`src/sadc_pkg.sv`:
```
// Purpose: Shared constants and types of the sampling converter control.
// Assumes: 10 MHz ref_clk; eight channels of 14-bit codes.
// Notes:   Times are in ns; cycle counts derive from them.
package sadc_pkg;

   // ------------------------------------------------------------
   // Code format
   // ------------------------------------------------------------
   localparam int NUM_CH     = 8;
   localparam int HALF_CH    = 4;
   localparam int CH_W       = 3;
   localparam int CODE_W     = 14;
   localparam int BUS_W      = 16;
   localparam int WORD_W     = CH_W + CODE_W;
   localparam int RD_W       = 4;
   localparam int BIT_W      = 6;
   localparam int CODE_STEPS = 16384;
   localparam logic [CH_W:0] LATCH_ALL = 4'h8;

   // Code step in nV: full-scale range over the code count
   localparam longint FSR_WIDE_UV   = 20000000;
   localparam longint FSR_NARROW_UV = 10000000;
   localparam int     STEP_W        = 21;
   localparam logic [STEP_W-1:0] STEP_WIDE_NV =
      STEP_W'(FSR_WIDE_UV * 1000 / CODE_STEPS);
   localparam logic [STEP_W-1:0] STEP_NARROW_NV =
      STEP_W'(FSR_NARROW_UV * 1000 / CODE_STEPS);

   // ------------------------------------------------------------
   // Timing
   // ------------------------------------------------------------
   localparam int CLK_PERIOD_NS = 100;
   localparam int CONV_TIME_NS  = 400;
   localparam int CONV_CYCLES   =
      (CONV_TIME_NS + CLK_PERIOD_NS - 1) / CLK_PERIOD_NS;
   localparam int CNT_W         = $clog2(CONV_CYCLES + 1);
   localparam int FIFO_DEPTH    = 4;

   // ------------------------------------------------------------
   // Synchronised pin inputs
   // ------------------------------------------------------------
   localparam int NSYNC    = 8;
   localparam int IN_TRGA  = 0;
   localparam int IN_TRGB  = 1;
   localparam int IN_RDCLK = 2;
   localparam int IN_CSN   = 3;
   localparam int IN_PDN   = 4;
   localparam int IN_IFSEL = 5;
   localparam int IN_BSEL  = 6;
   localparam int IN_HBEN  = 7;
   // Strobe, chip select and power pins rest high
   localparam logic [NSYNC-1:0] SYNC_RST = 8'h1C;

   typedef enum logic [1:0] {CONV_IDLE, CONV_RUN, CONV_PUSH, CONV_WAIT}
      sadc_conv_t;
   typedef enum logic [1:0] {MODE_PAR, MODE_SER, MODE_BYTE} sadc_mode_t;

   function automatic sadc_mode_t sadc_mode(input logic ifSel,
                                            input logic byteSel);
      if (!ifSel)
         return MODE_PAR;
      return byteSel ? MODE_BYTE : MODE_SER;
   endfunction

   function automatic logic [BUS_W-1:0] sadc_sext(
         input logic [CODE_W-1:0] code);
      return {{(BUS_W - CODE_W){code[CODE_W-1]}}, code};
   endfunction

endpackage

```
`src/sadc_control.sv`:
```
// Purpose: Conversion, mode and readout control of an eight-channel
//          simultaneous-sampling converter.
// Assumes: All pins except adcCode are asynchronous to ref_clk.
// Notes:   Results pass a small FIFO; it drains only outside frames.
`timescale 1ns/1ns
module sadc_control
   import sadc_pkg::*;
   (input  wire logic              ref_clk,
    input  wire logic              reset,
    input  wire logic              triggerA,
    input  wire logic              triggerB,
    input  wire logic              referenceSelect,
    input  wire logic              rangeSelect,
    input  wire logic              powerDownN,
    input  wire logic              interfaceSelect,
    input  wire logic              byteSerialSelect,
    input  wire logic              highByteFirst,
    input  wire logic              readStrobeClk,
    input  wire logic              chipSelectN,
    input  wire logic [CODE_W-1:0] adcCode,
    output logic      [CH_W-1:0]   adcChannel,
    output logic                   holdA,
    output logic                   holdB,
    output logic                   busy,
    output logic                   resultValid,
    output logic                   firstData,
    output logic      [BUS_W-1:0]  dataOut,
    output logic                   dataOe,
    output logic                   serialOutA,
    output logic                   serialOutB,
    output logic                   serialOe,
    output logic                   referencePinOe,
    output logic                   bandgapOn,
    output logic                   referenceBufferOn,
    output logic                   rangeWide,
    output logic      [STEP_W-1:0] codeStepNv,
    output logic                   shutdown,
    output logic                   standby);

   typedef struct packed {
      logic [NSYNC-1:0]                s1;
      logic [NSYNC-1:0]                s2;
      logic [NSYNC-1:0]                s3;
      logic [NSYNC-1:0]                lvl;
      logic                            armA;
      logic                            armB;
      logic                            holdA;
      logic                            holdB;
      logic                            busy;
      logic                            valid;
      sadc_conv_t                      conv;
      logic [CH_W-1:0]                 convCh;
      logic [CNT_W-1:0]                convCnt;
      logic [CODE_W-1:0]               convCode;
      logic [CH_W:0]                   latched;
      logic [NUM_CH-1:0][CODE_W-1:0]   result;
      logic                            inFrame;
      logic [RD_W-1:0]                 rdIdx;
      logic [BUS_W-1:0]                dataOut;
      logic                            firstData;
      logic [HALF_CH*CODE_W-1:0]       shA;
      logic [HALF_CH*CODE_W-1:0]       shB;
      logic [BIT_W-1:0]                bitCnt;
   } sadc_state_t;

   sadc_state_t      s;
   sadc_state_t      next_s;
   logic [NSYNC-1:0] agree;
   logic [NSYNC-1:0] nl;
   logic [NSYNC-1:0] rise;
   logic [NSYNC-1:0] fall;
   sadc_mode_t       mode;
   logic [CH_W-1:0]  chIdx;
   logic [BUS_W-1:0] word;
   logic             fifoInReady;
   logic             fifoOutValid;
   logic             fifoOutReady;
   logic [WORD_W-1:0] fifoOutData;

   // ------------------------------------------------------------
   // Static pins act straight through, no clock involved
   // ------------------------------------------------------------
   assign referencePinOe    = referenceSelect;
   assign bandgapOn         = referenceSelect;
   assign referenceBufferOn = 1'b1;
   assign rangeWide         = rangeSelect;
   assign codeStepNv = rangeSelect ? STEP_WIDE_NV
                                   : STEP_NARROW_NV;
   // Span select doubles as the power-down flavour
   assign shutdown = !powerDownN && !rangeSelect;
   assign standby  = !powerDownN && rangeSelect;

   // ------------------------------------------------------------
   // Result FIFO; drained only while no frame is open
   // ------------------------------------------------------------
   assign fifoOutReady = s.lvl[IN_CSN];

   sadc_fifo #(.WIDTH(WORD_W), .DEPTH(FIFO_DEPTH)) u_fifo (
      .ref_clk  (ref_clk),
      .reset    (reset),
      .inValid  (s.conv == CONV_PUSH),
      .inReady  (fifoInReady),
      .inData   ({s.convCh, s.convCode}),
      .outValid (fifoOutValid),
      .outReady (fifoOutReady),
      .outData  (fifoOutData));

   // ------------------------------------------------------------
   // Outputs
   // ------------------------------------------------------------
   assign adcChannel  = s.convCh;
   assign holdA       = s.holdA;
   assign holdB       = s.holdB;
   assign busy        = s.busy;
   assign resultValid = s.valid;
   assign firstData   = s.firstData;
   assign dataOut     = s.dataOut;
   assign serialOutA  = s.shA[HALF_CH*CODE_W-1];
   assign serialOutB  = s.shB[HALF_CH*CODE_W-1];
   assign dataOe   = s.inFrame && mode != MODE_SER
                     && !s.lvl[IN_RDCLK];
   assign serialOe = s.inFrame && mode == MODE_SER;

   // ------------------------------------------------------------
   // Next state
   // ------------------------------------------------------------
   always_comb begin
      next_s = s;
      // A pin change counts once the second and third stages agree
      next_s.s1 = {highByteFirst, byteSerialSelect, interfaceSelect,
                   powerDownN, chipSelectN, readStrobeClk,
                   triggerB, triggerA};
      next_s.s2 = s.s1;
      next_s.s3 = s.s2;
      agree = ~(s.s2 ^ s.s3);
      nl    = (agree & s.s3) | (~agree & s.lvl);
      rise  = nl & ~s.lvl;
      fall  = ~nl & s.lvl;
      next_s.lvl = nl;
      mode  = sadc_mode(s.lvl[IN_IFSEL], s.lvl[IN_BSEL]);
      chIdx = '0;
      word  = '0;

      // Triggers; both halves must rise before the run starts, and
      // edges during a run or in power-down are ignored
      if (!s.busy && s.lvl[IN_PDN]) begin
         if (rise[IN_TRGA]) begin
            next_s.armA  = 1'b1;
            next_s.holdA = 1'b1;
         end
         if (rise[IN_TRGB]) begin
            next_s.armB  = 1'b1;
            next_s.holdB = 1'b1;
         end
         // Tied triggers arrive in the same cycle here
         if (next_s.armA && next_s.armB) begin
            next_s.busy    = 1'b1;
            next_s.valid   = 1'b0;
            next_s.conv    = CONV_RUN;
            next_s.convCh  = '0;
            next_s.convCnt = '0;
            next_s.latched = '0;
         end
      end

      // Conversion sequencer, paced by ref_clk as internal clock
      unique case (s.conv)
         CONV_IDLE: begin
         end
         CONV_RUN: begin
            next_s.convCnt = s.convCnt + 1'b1;
            if (s.convCnt == CNT_W'(CONV_CYCLES - 1)) begin
               next_s.convCode = adcCode;
               next_s.conv     = CONV_PUSH;
            end
         end
         CONV_PUSH: begin
            // A full FIFO stalls the sequencer here
            if (fifoInReady) begin
               next_s.convCnt = '0;
               if (s.convCh == CH_W'(NUM_CH - 1)) begin
                  next_s.conv = CONV_WAIT;
               end else begin
                  next_s.convCh = s.convCh + 1'b1;
                  next_s.conv   = CONV_RUN;
               end
            end
         end
         CONV_WAIT: begin
            if (s.latched == LATCH_ALL) begin
               next_s.busy  = 1'b0;
               next_s.valid = 1'b1;
               next_s.armA  = 1'b0;
               next_s.armB  = 1'b0;
               // Front ends go back to tracking at once
               next_s.holdA = 1'b0;
               next_s.holdB = 1'b0;
               next_s.conv  = CONV_IDLE;
            end
         end
      endcase

      // Latch results coming out of the FIFO
      if (fifoOutValid && fifoOutReady) begin
         next_s.result[fifoOutData[WORD_W-1 -: CH_W]] =
            fifoOutData[CODE_W-1:0];
         next_s.latched = next_s.latched + 1'b1;
      end

      // Readout frames, independent of trigger levels
      if (fall[IN_CSN]) begin
         next_s.inFrame   = 1'b1;
         next_s.rdIdx     = '0;
         next_s.bitCnt    = '0;
         next_s.firstData = mode == MODE_SER;
         for (int i = 0; i < HALF_CH; i++) begin
            next_s.shA[(HALF_CH-1-i)*CODE_W +: CODE_W] = s.result[i];
            next_s.shB[(HALF_CH-1-i)*CODE_W +: CODE_W] =
               s.result[i + HALF_CH];
         end
      end else if (rise[IN_CSN]) begin
         next_s.inFrame   = 1'b0;
         next_s.firstData = 1'b0;
      end else if (s.inFrame && mode == MODE_SER) begin
         if (rise[IN_RDCLK]) begin
            next_s.shA    = s.shA << 1;
            next_s.shB    = s.shB << 1;
            next_s.bitCnt = s.bitCnt + 1'b1;
            if (s.bitCnt == BIT_W'(CODE_W - 1)) begin
               next_s.firstData = 1'b0;
            end
         end
      end else if (s.inFrame && fall[IN_RDCLK]) begin
         next_s.rdIdx = s.rdIdx + 1'b1;
         if (mode == MODE_PAR) begin
            chIdx = s.rdIdx[CH_W-1:0];
            next_s.dataOut = sadc_sext(s.result[chIdx]);
         end else begin
            chIdx = s.rdIdx[RD_W-1:1];
            word  = sadc_sext(s.result[chIdx]);
            // Byte order follows the high-byte-first pin
            next_s.dataOut = (s.rdIdx[0] ^ s.lvl[IN_HBEN])
                             ? {8'h00, word[15:8]}
                             : {8'h00, word[7:0]};
         end
         next_s.firstData = chIdx == '0;
      end
   end

   // Asynchronous reset clears results and aborts any run
   always_ff @(posedge ref_clk or posedge reset) begin
      if (reset) begin
         s     <= '0;
         s.s1  <= SYNC_RST;
         s.s2  <= SYNC_RST;
         s.s3  <= SYNC_RST;
         s.lvl <= SYNC_RST;
      end else begin
         s <= next_s;
      end
   end
endmodule

```
`src/sadc_fifo.sv`:
```
// Purpose: Small result FIFO between converter and result registers.
// Assumes: DEPTH is a power of two.
// Notes:   Read data is a mux of stored words, valid with outValid.
`timescale 1ns/1ns
module sadc_fifo
   #(parameter int WIDTH = 8,
     parameter int DEPTH = 4)
   (input  wire logic             ref_clk,
    input  wire logic             reset,
    input  wire logic             inValid,
    output logic                  inReady,
    input  wire logic [WIDTH-1:0] inData,
    output logic                  outValid,
    input  wire logic             outReady,
    output logic      [WIDTH-1:0] outData);

   localparam int PW = $clog2(DEPTH);

   typedef struct packed {
      logic [DEPTH-1:0][WIDTH-1:0] mem;
      logic [PW:0]                 wr;
      logic [PW:0]                 rd;
   } sadc_fifo_t;

   sadc_fifo_t s;
   sadc_fifo_t next_s;

   // ------------------------------------------------------------
   // Pointers carry one extra bit to tell full from empty
   // ------------------------------------------------------------
   assign inReady  = (s.wr ^ s.rd) != {1'b1, {PW{1'b0}}};
   assign outValid = s.wr != s.rd;
   assign outData  = s.mem[s.rd[PW-1:0]];

   always_comb begin
      next_s = s;
      if (inValid && inReady) begin
         next_s.mem[s.wr[PW-1:0]] = inData;
         next_s.wr = s.wr + 1'b1;
      end
      if (outValid && outReady) begin
         next_s.rd = s.rd + 1'b1;
      end
   end

   always_ff @(posedge ref_clk or posedge reset) begin
      if (reset) begin
         s <= '0;
      end else begin
         s <= next_s;
      end
   end

endmodule

```
`config.mk`:
```
export PLATFORM = sky130hd
export DESIGN_NAME = sadc_control
export DESIGN_NICKNAME = d
export VERILOG_FILES = /design/src/sadc_pkg.sv /design/src/sadc_control.sv /design/src/sadc_fifo.sv
export SDC_FILE = /design/constraint.sdc
export NUM_CORES = 1
export LEC_CHECK = 0
export BUFFER_PORTS_ARGS = -buffer_cell sky130_fd_sc_hd__buf_2
export CAP_MARGIN = 15
export CORE_UTILIZATION = 55
export CTS_CLUSTER_SIZE = 20
export DETAILED_ROUTE_END_ITERATION = 10
export GPL_TIMING_DRIVEN = 0
export HOLD_SLACK_MARGIN = 0.1
export PLACE_DENSITY = 0.75
export SYNTH_ARGS = -nofsm -noshare
export SYNTH_HDL_FRONTEND = slang
export SYNTH_SLANG_ARGS = --single-unit
```
`constraint.sdc`:
```
create_clock -name ref_clk -period 21.3 [get_ports ref_clk]
set_input_delay 0 -clock ref_clk [delete_from_list [all_inputs] [get_ports ref_clk]]
set_output_delay 0 -clock ref_clk [all_outputs]
set_load 0.01 [all_outputs]
```
==> After elaboration in Yosys (flattened, before gate mapping) <==
Index checks and enable logic that the tools add are counted.
{ "totals": {"regBits": 390, "in_bits": 26, "output_inout_bits": 55, "word_cells": 162} }
{ "op_classes": {"n_addsub": 7, "order_cmp": 7, "n_eq_ne": 15, "muxes": 54, "bitwise": 15, "n_reduce_logical": 28} }
{ "op_table": {"columns": ["op", "n"], "rows": [
  ["two-way mux 119 bit", 2],
  ["two-way mux 118 bit", 2],
  ["two-way mux 116 bit", 1],
  ["bitwise mux 112 bit", 1],
  ["binary-select mux 14 bit (select 3 bit)", 2],
  ["bitwise mux 68 bit", 1],
  ["two-way mux 14 bit", 4],
  ["demux 14 bit (select 3 bit)", 1],
  ["two-way mux 21 bit", 2],
  ["two-way mux 20 bit", 2],
  ["binary-select mux 17 bit (select 2 bit)", 1],
  ["demux 17 bit (select 2 bit)", 1],
  ["two-way mux 17 bit", 2],
  ["two-way mux 8 bit", 3],
  ["two-way mux 3 bit", 7],
  ["bitwise AND 8 bit", 2],
  ["two-way mux 16 bit", 1],
  ["NOT 8 bit", 2],
  ["adder 3 x 1 -> 3 bit, second input constant", 4],
  ["logical AND 1 bit", 12],
  ["< comparator 3 x 4 -> 1 bit, second input constant", 3],
  ["two-way mux 1 bit", 10],
  ["two-way mux 10 bit", 1],
  ["AND reduction 3 bit", 3],
  ["35 further kinds", 56]
]} }

==> Logic depth before layout (Yosys ltp) <==
{ "depth": {"ltp_word": 17, "ltp_mapped": 10, "ltp_nobuf": 8} }

==> Modules after synthesis <==
A second synthesis with hierarchy kept.
{ "unflattened": {"hier_cells": 1443, "hier_area_um2": 18612.9} }
{ "modules_own_cells": {"columns": ["mod", "instances", "cells_each", "area_each_um2", "seq_area_each_um2"], "rows": [
  ["sadc_control", 1, 1235, 15005.6, 7872.6],
  ["sadc_fifo", 1, 208, 3607.2, 1851.8]
]} }

==> Worst setup path before layout <==
Ideal clock, no wire load.
{ "synth_path": {"kind": "register -> register", "start": "reg s, in the netlist fifoOutReady", "end": "reg s[14] in the netlist's numbering", "arrival_time_ns": 2.286, "setup_slack_ns": 18.881, "path_stages_with_launch": 11, "path_buffers": 4, "synth_period_minus_slack_ns": 2.419, "cell_sequence": "dfstp_2 > a21o_1 > o21ai_0 > ha_1 > clkbuf_1 > a21oi_1 > or2_2 > buf_2 > buf_2 > clkbuf_1 > o21ai_0"} }
{ "synth_between": {"elab_chain_len": 6, "word_cells_on_any_way": 11} }
{ "synth_rtl": {"columns": ["element", "line_no", "source"], "rows": [
  ["start: declaration", "sadc_control.sv:66", "sadc_state_t s;"],
  ["start signal: assignment", "sadc_control.sv:259", "s <= next_s;"],
  ["bitwise AND 8 bit", "sadc_control.sv:136", "nl = (agree & s.s3) | (~agree & s.lvl);"],
  ["OR 8 bit", "sadc_control.sv:136", null],
  ["NOT 4 bit", "sadc_control.sv:138", "fall = ~nl & s.lvl;"],
  ["bitwise AND 4 bit (*)", "sadc_control.sv:138", null],
  ["net fall[3]", "sadc_control.sv:71", "logic [NSYNC-1:0] fall;"],
  ["!= test 2 x 1 -> 1 bit (no source line) / nonzero test 2 bit (equally long branches)", null, null],
  ["AND reduction 3 bit (no source line)", null, null]
]} }
The timed path passes the listed nets; every way through them passes the cells marked *.
A chain may end at the register's enable or synchronous reset.

==> Final worst setup path <==
{ "layout_path": {"start": "reg s, in the netlist fifoOutReady", "end": "reg s[15] in the netlist's numbering"} }
The elaborated chain is that of the path after synthesis.

==> metrics.yaml <==
run_status: "complete, no violations"
hold_viol: 0
fp.dieW_um: 185
hold_depth: 2
slowest_delay_ns: 0.65
numCtsBuffers: 42
fin_util_pct: 64.8
rr_worst_depth: 10
post_drt_wl_per_cell_um: 22.4
ys_seq_area_share_pct: 52.7
endpoint_kind: "flop"
vias: 12400
io-pin-count: 81
vias_per_cell: 6.10
p_leak_nw: 9.63
grt_use_total_pct: 27.8
htree_levels: 2
worstSkewPairLatency_ns: 0.55
synth-async-reset-ratio_pct: 100
place_ws_ns: 17.80
drc: 0
stdcell_area_mm2: 0.0212
initial_utilization_pct: 56.3
path_cells: "a21o_1 -> o21ai_0 -> ha_1 -> clkbuf_1 -> a21oi_1 -> or2_2 -> buf_2 -> buf_2 -> clkbuf_1 -> o21ai_0"
syn2layout_area_growth_pct: 15.1
clkSlewWorstSetupHoldPaths_ns: 0.06
post_cts_resized: 0
place_hpwl_um: 31600
grt_max_degree: 137
crit_arrival_ns: 3.98
rsz0062_at_grt: "false"
setup_viol: 0
antenna_left: 0
place_area_mm2: 0.0195
cp_max_fo: 10
relSlewSlack_pct: 32.5
path_class: "flop to flop"
io_buffers: 68
syn_avg_cell_area_um2: 13.1
startpoint_type: "flop"
synth_flop_cell: "dfrtp_1"
first_global_vias: 12400
syn_inst: 1403
antenna_found_initial: 0
root_buffer: "clkbuf_16"
finalCriticalPeriod_ns: 3.58
ir_drop_mv: 0.0635
fin_nets: 1602
grt_overflow: 0
drive_above_1_share_pct: 31.0
coreArea_mm2: 0.0328
fin_worst_skew_ns: 0.0179
finalPower_mw: 1.81
finalCritPeriodShare_pct: 16.8
die_area_mm2: 0.0343
maxCapViolations: 0
worst_path_max_delay_cell: "a21oi_1"
cts_buffer_depth: 3
drv_slew: 0
synthDistinctLibCells: 63
hold_class: "primary input to flop"
required_ns: 21.70
fin_ws_ns: 17.72
netlist_area_mm2: 0.0184
timing.setup.tns_ns: 0
cts_sinks: 388
yosys_warnings: 0
worst_pin_slew_ns: 1.00
synth_enable_flop_cells: 0
die_y_um: 185
drt_pre_antenna_iters: 5
grt_pass1_wl_um: 71500
rows: 66
ys_ff_latch: 388
routed_wl_um: 45600
gp_congestion: 0.965
fillers: 2450
p_per_area_mw_per_mm2: 85.4
drt_iter0_drc: 1098
max_freq_ghz: 0.279
tritoncts: "built"
## cells by family after synthesis
logic type,count (synthesis),synth area share [%]
AO/OA/AOI/OAI,304,9.28
other,2,0.0407
multiplexers,403,28.1
XOR/XNOR,14,0.665
AND/OR/NAND/NOR,114,3.29
adder cells (fa/ha/maj),25,1.61
flip-flops,388,52.7
buffers and inverters,153,4.25
## layout make-up
class                   instances  area [um^2]  area share [%]
flip-flops and latches        388         9720            45.8
well taps                     442          553            2.60
multi-input cells             871         7970            37.5
diodes                          1         2.50          0.0118
inverters                      17         71.3           0.336
clock inverters                12          166           0.783
clock buffers                  66         1310            6.14
plain buffers                 136          721            3.39
repair buffers                101          724            3.41
## layer usage
layer	global-route usage, %	routed length [um]	share of wire (%)
met5	0	0	0
met1	38.9	19700	43
met3	5.19	3110	6.8
met4	9.62	1380	3.0
met2	43.8	21400	47
## final timing paths
path	end	from	slack, ns
setup reg to reg	s[15]	fifoOutReady	17.72
setup / recovery	s[15]	fifoOutReady	17.72
hold / removal	next_s[306]	byteSerialSelect	0.12
max in group asynchronous	s[20]	reset	19.07
min in group asynchronous	next_s[293]	reset	0.72
hold reg to reg	next_s[292]	next_s[300]	0.35
## synth_stat cells, types with 17 or more instances
| cell | number | area, um^2 |
|---|---|---|
| dfrtp_1 | 376 | 9410 |
| o21ai_0 | 246 | 1230 |
| mux2_2 | 184 | 2070 |
| mux2i_1 | 125 | 1250 |
| mux4_2 | 72 | 1620 |
| clkbuf_1 | 61 | 229 |
| buf_4 | 49 | 368 |
| nand2_1 | 31 | 116 |
| nor2_1 | 24 | 90.1 |
| mux2_1 | 22 | 248 |
| buf_2 | 21 | 105 |
| ha_1 | 19 | 238 |
| inv_1 | 17 | 63.8 |
## worst max-delay path, delay by kind of cell, from the launching register on
kind                       cells  cell delay, ns
adders and majority gates      1            0.21
and+or+nand+nor                1            0.21
DFF                            1            0.58
buffers and inverters          4            1.34
AOI/OAI and AO/OA              4            1.06
## sequential cells by signal, indices dropped and copies added, names as in the netlist, named ones only
register      cells
adcChannel        3
busy              1
dataOut          14
fifoOutReady      1
firstData         1
holdA             1
holdB             1
next_s           16
resultValid       1
s               268
serialOutA        1
serialOutB        1
u_fifo.s         74
## cells in the final DEF (no fill, tap or decap), drive strengths merged, types with 3 or more instances in the layout
cell type    count
nand2b           4
a2bb2oi          4
nand3b           8
nor3             8
mux4            72
mux2           206
nand3            6
o21ai          246
bufinv           4
nor2b            5
dlygate4sd3     29
a31oi            7
dfrtp          376
mux2i          125
clkinv           7
inv             17
ha              19
nor2            24
nor3b            3
o21a             8
o31ai            8
o41ai            5
xnor2            9
buf            147
nand2           35
and2             6
o22ai            3
o2bb2ai          3
xor2             5
or2              3
conb            11
a32o             3
dfstp           12
clkbuf         127
maj3             6
## power by group
part	leakage, nW	switching, mW	internal (mW)
clock	0.724	0.294	0.469
combinational	3.64	0.144	0.104
sequential	5.27	0.0308	0.772
## stage by stage
stage | hold slack (ns) | cells
floorplan | 0.00448 | 1412
finish | 0.122 | 2034
detailed placement | 0.0639 | 1926
CTS | 0.110 | 2033
global route | 0.110 | 2033
global placement | 0.106 | 1922
## repair_timing
action	in CTS	in global routing
setup buffers	0	0
hold endpoints to repair	268	0
hold buffers	29	0
No activity file was read; power rests on OpenSTA's default activity.
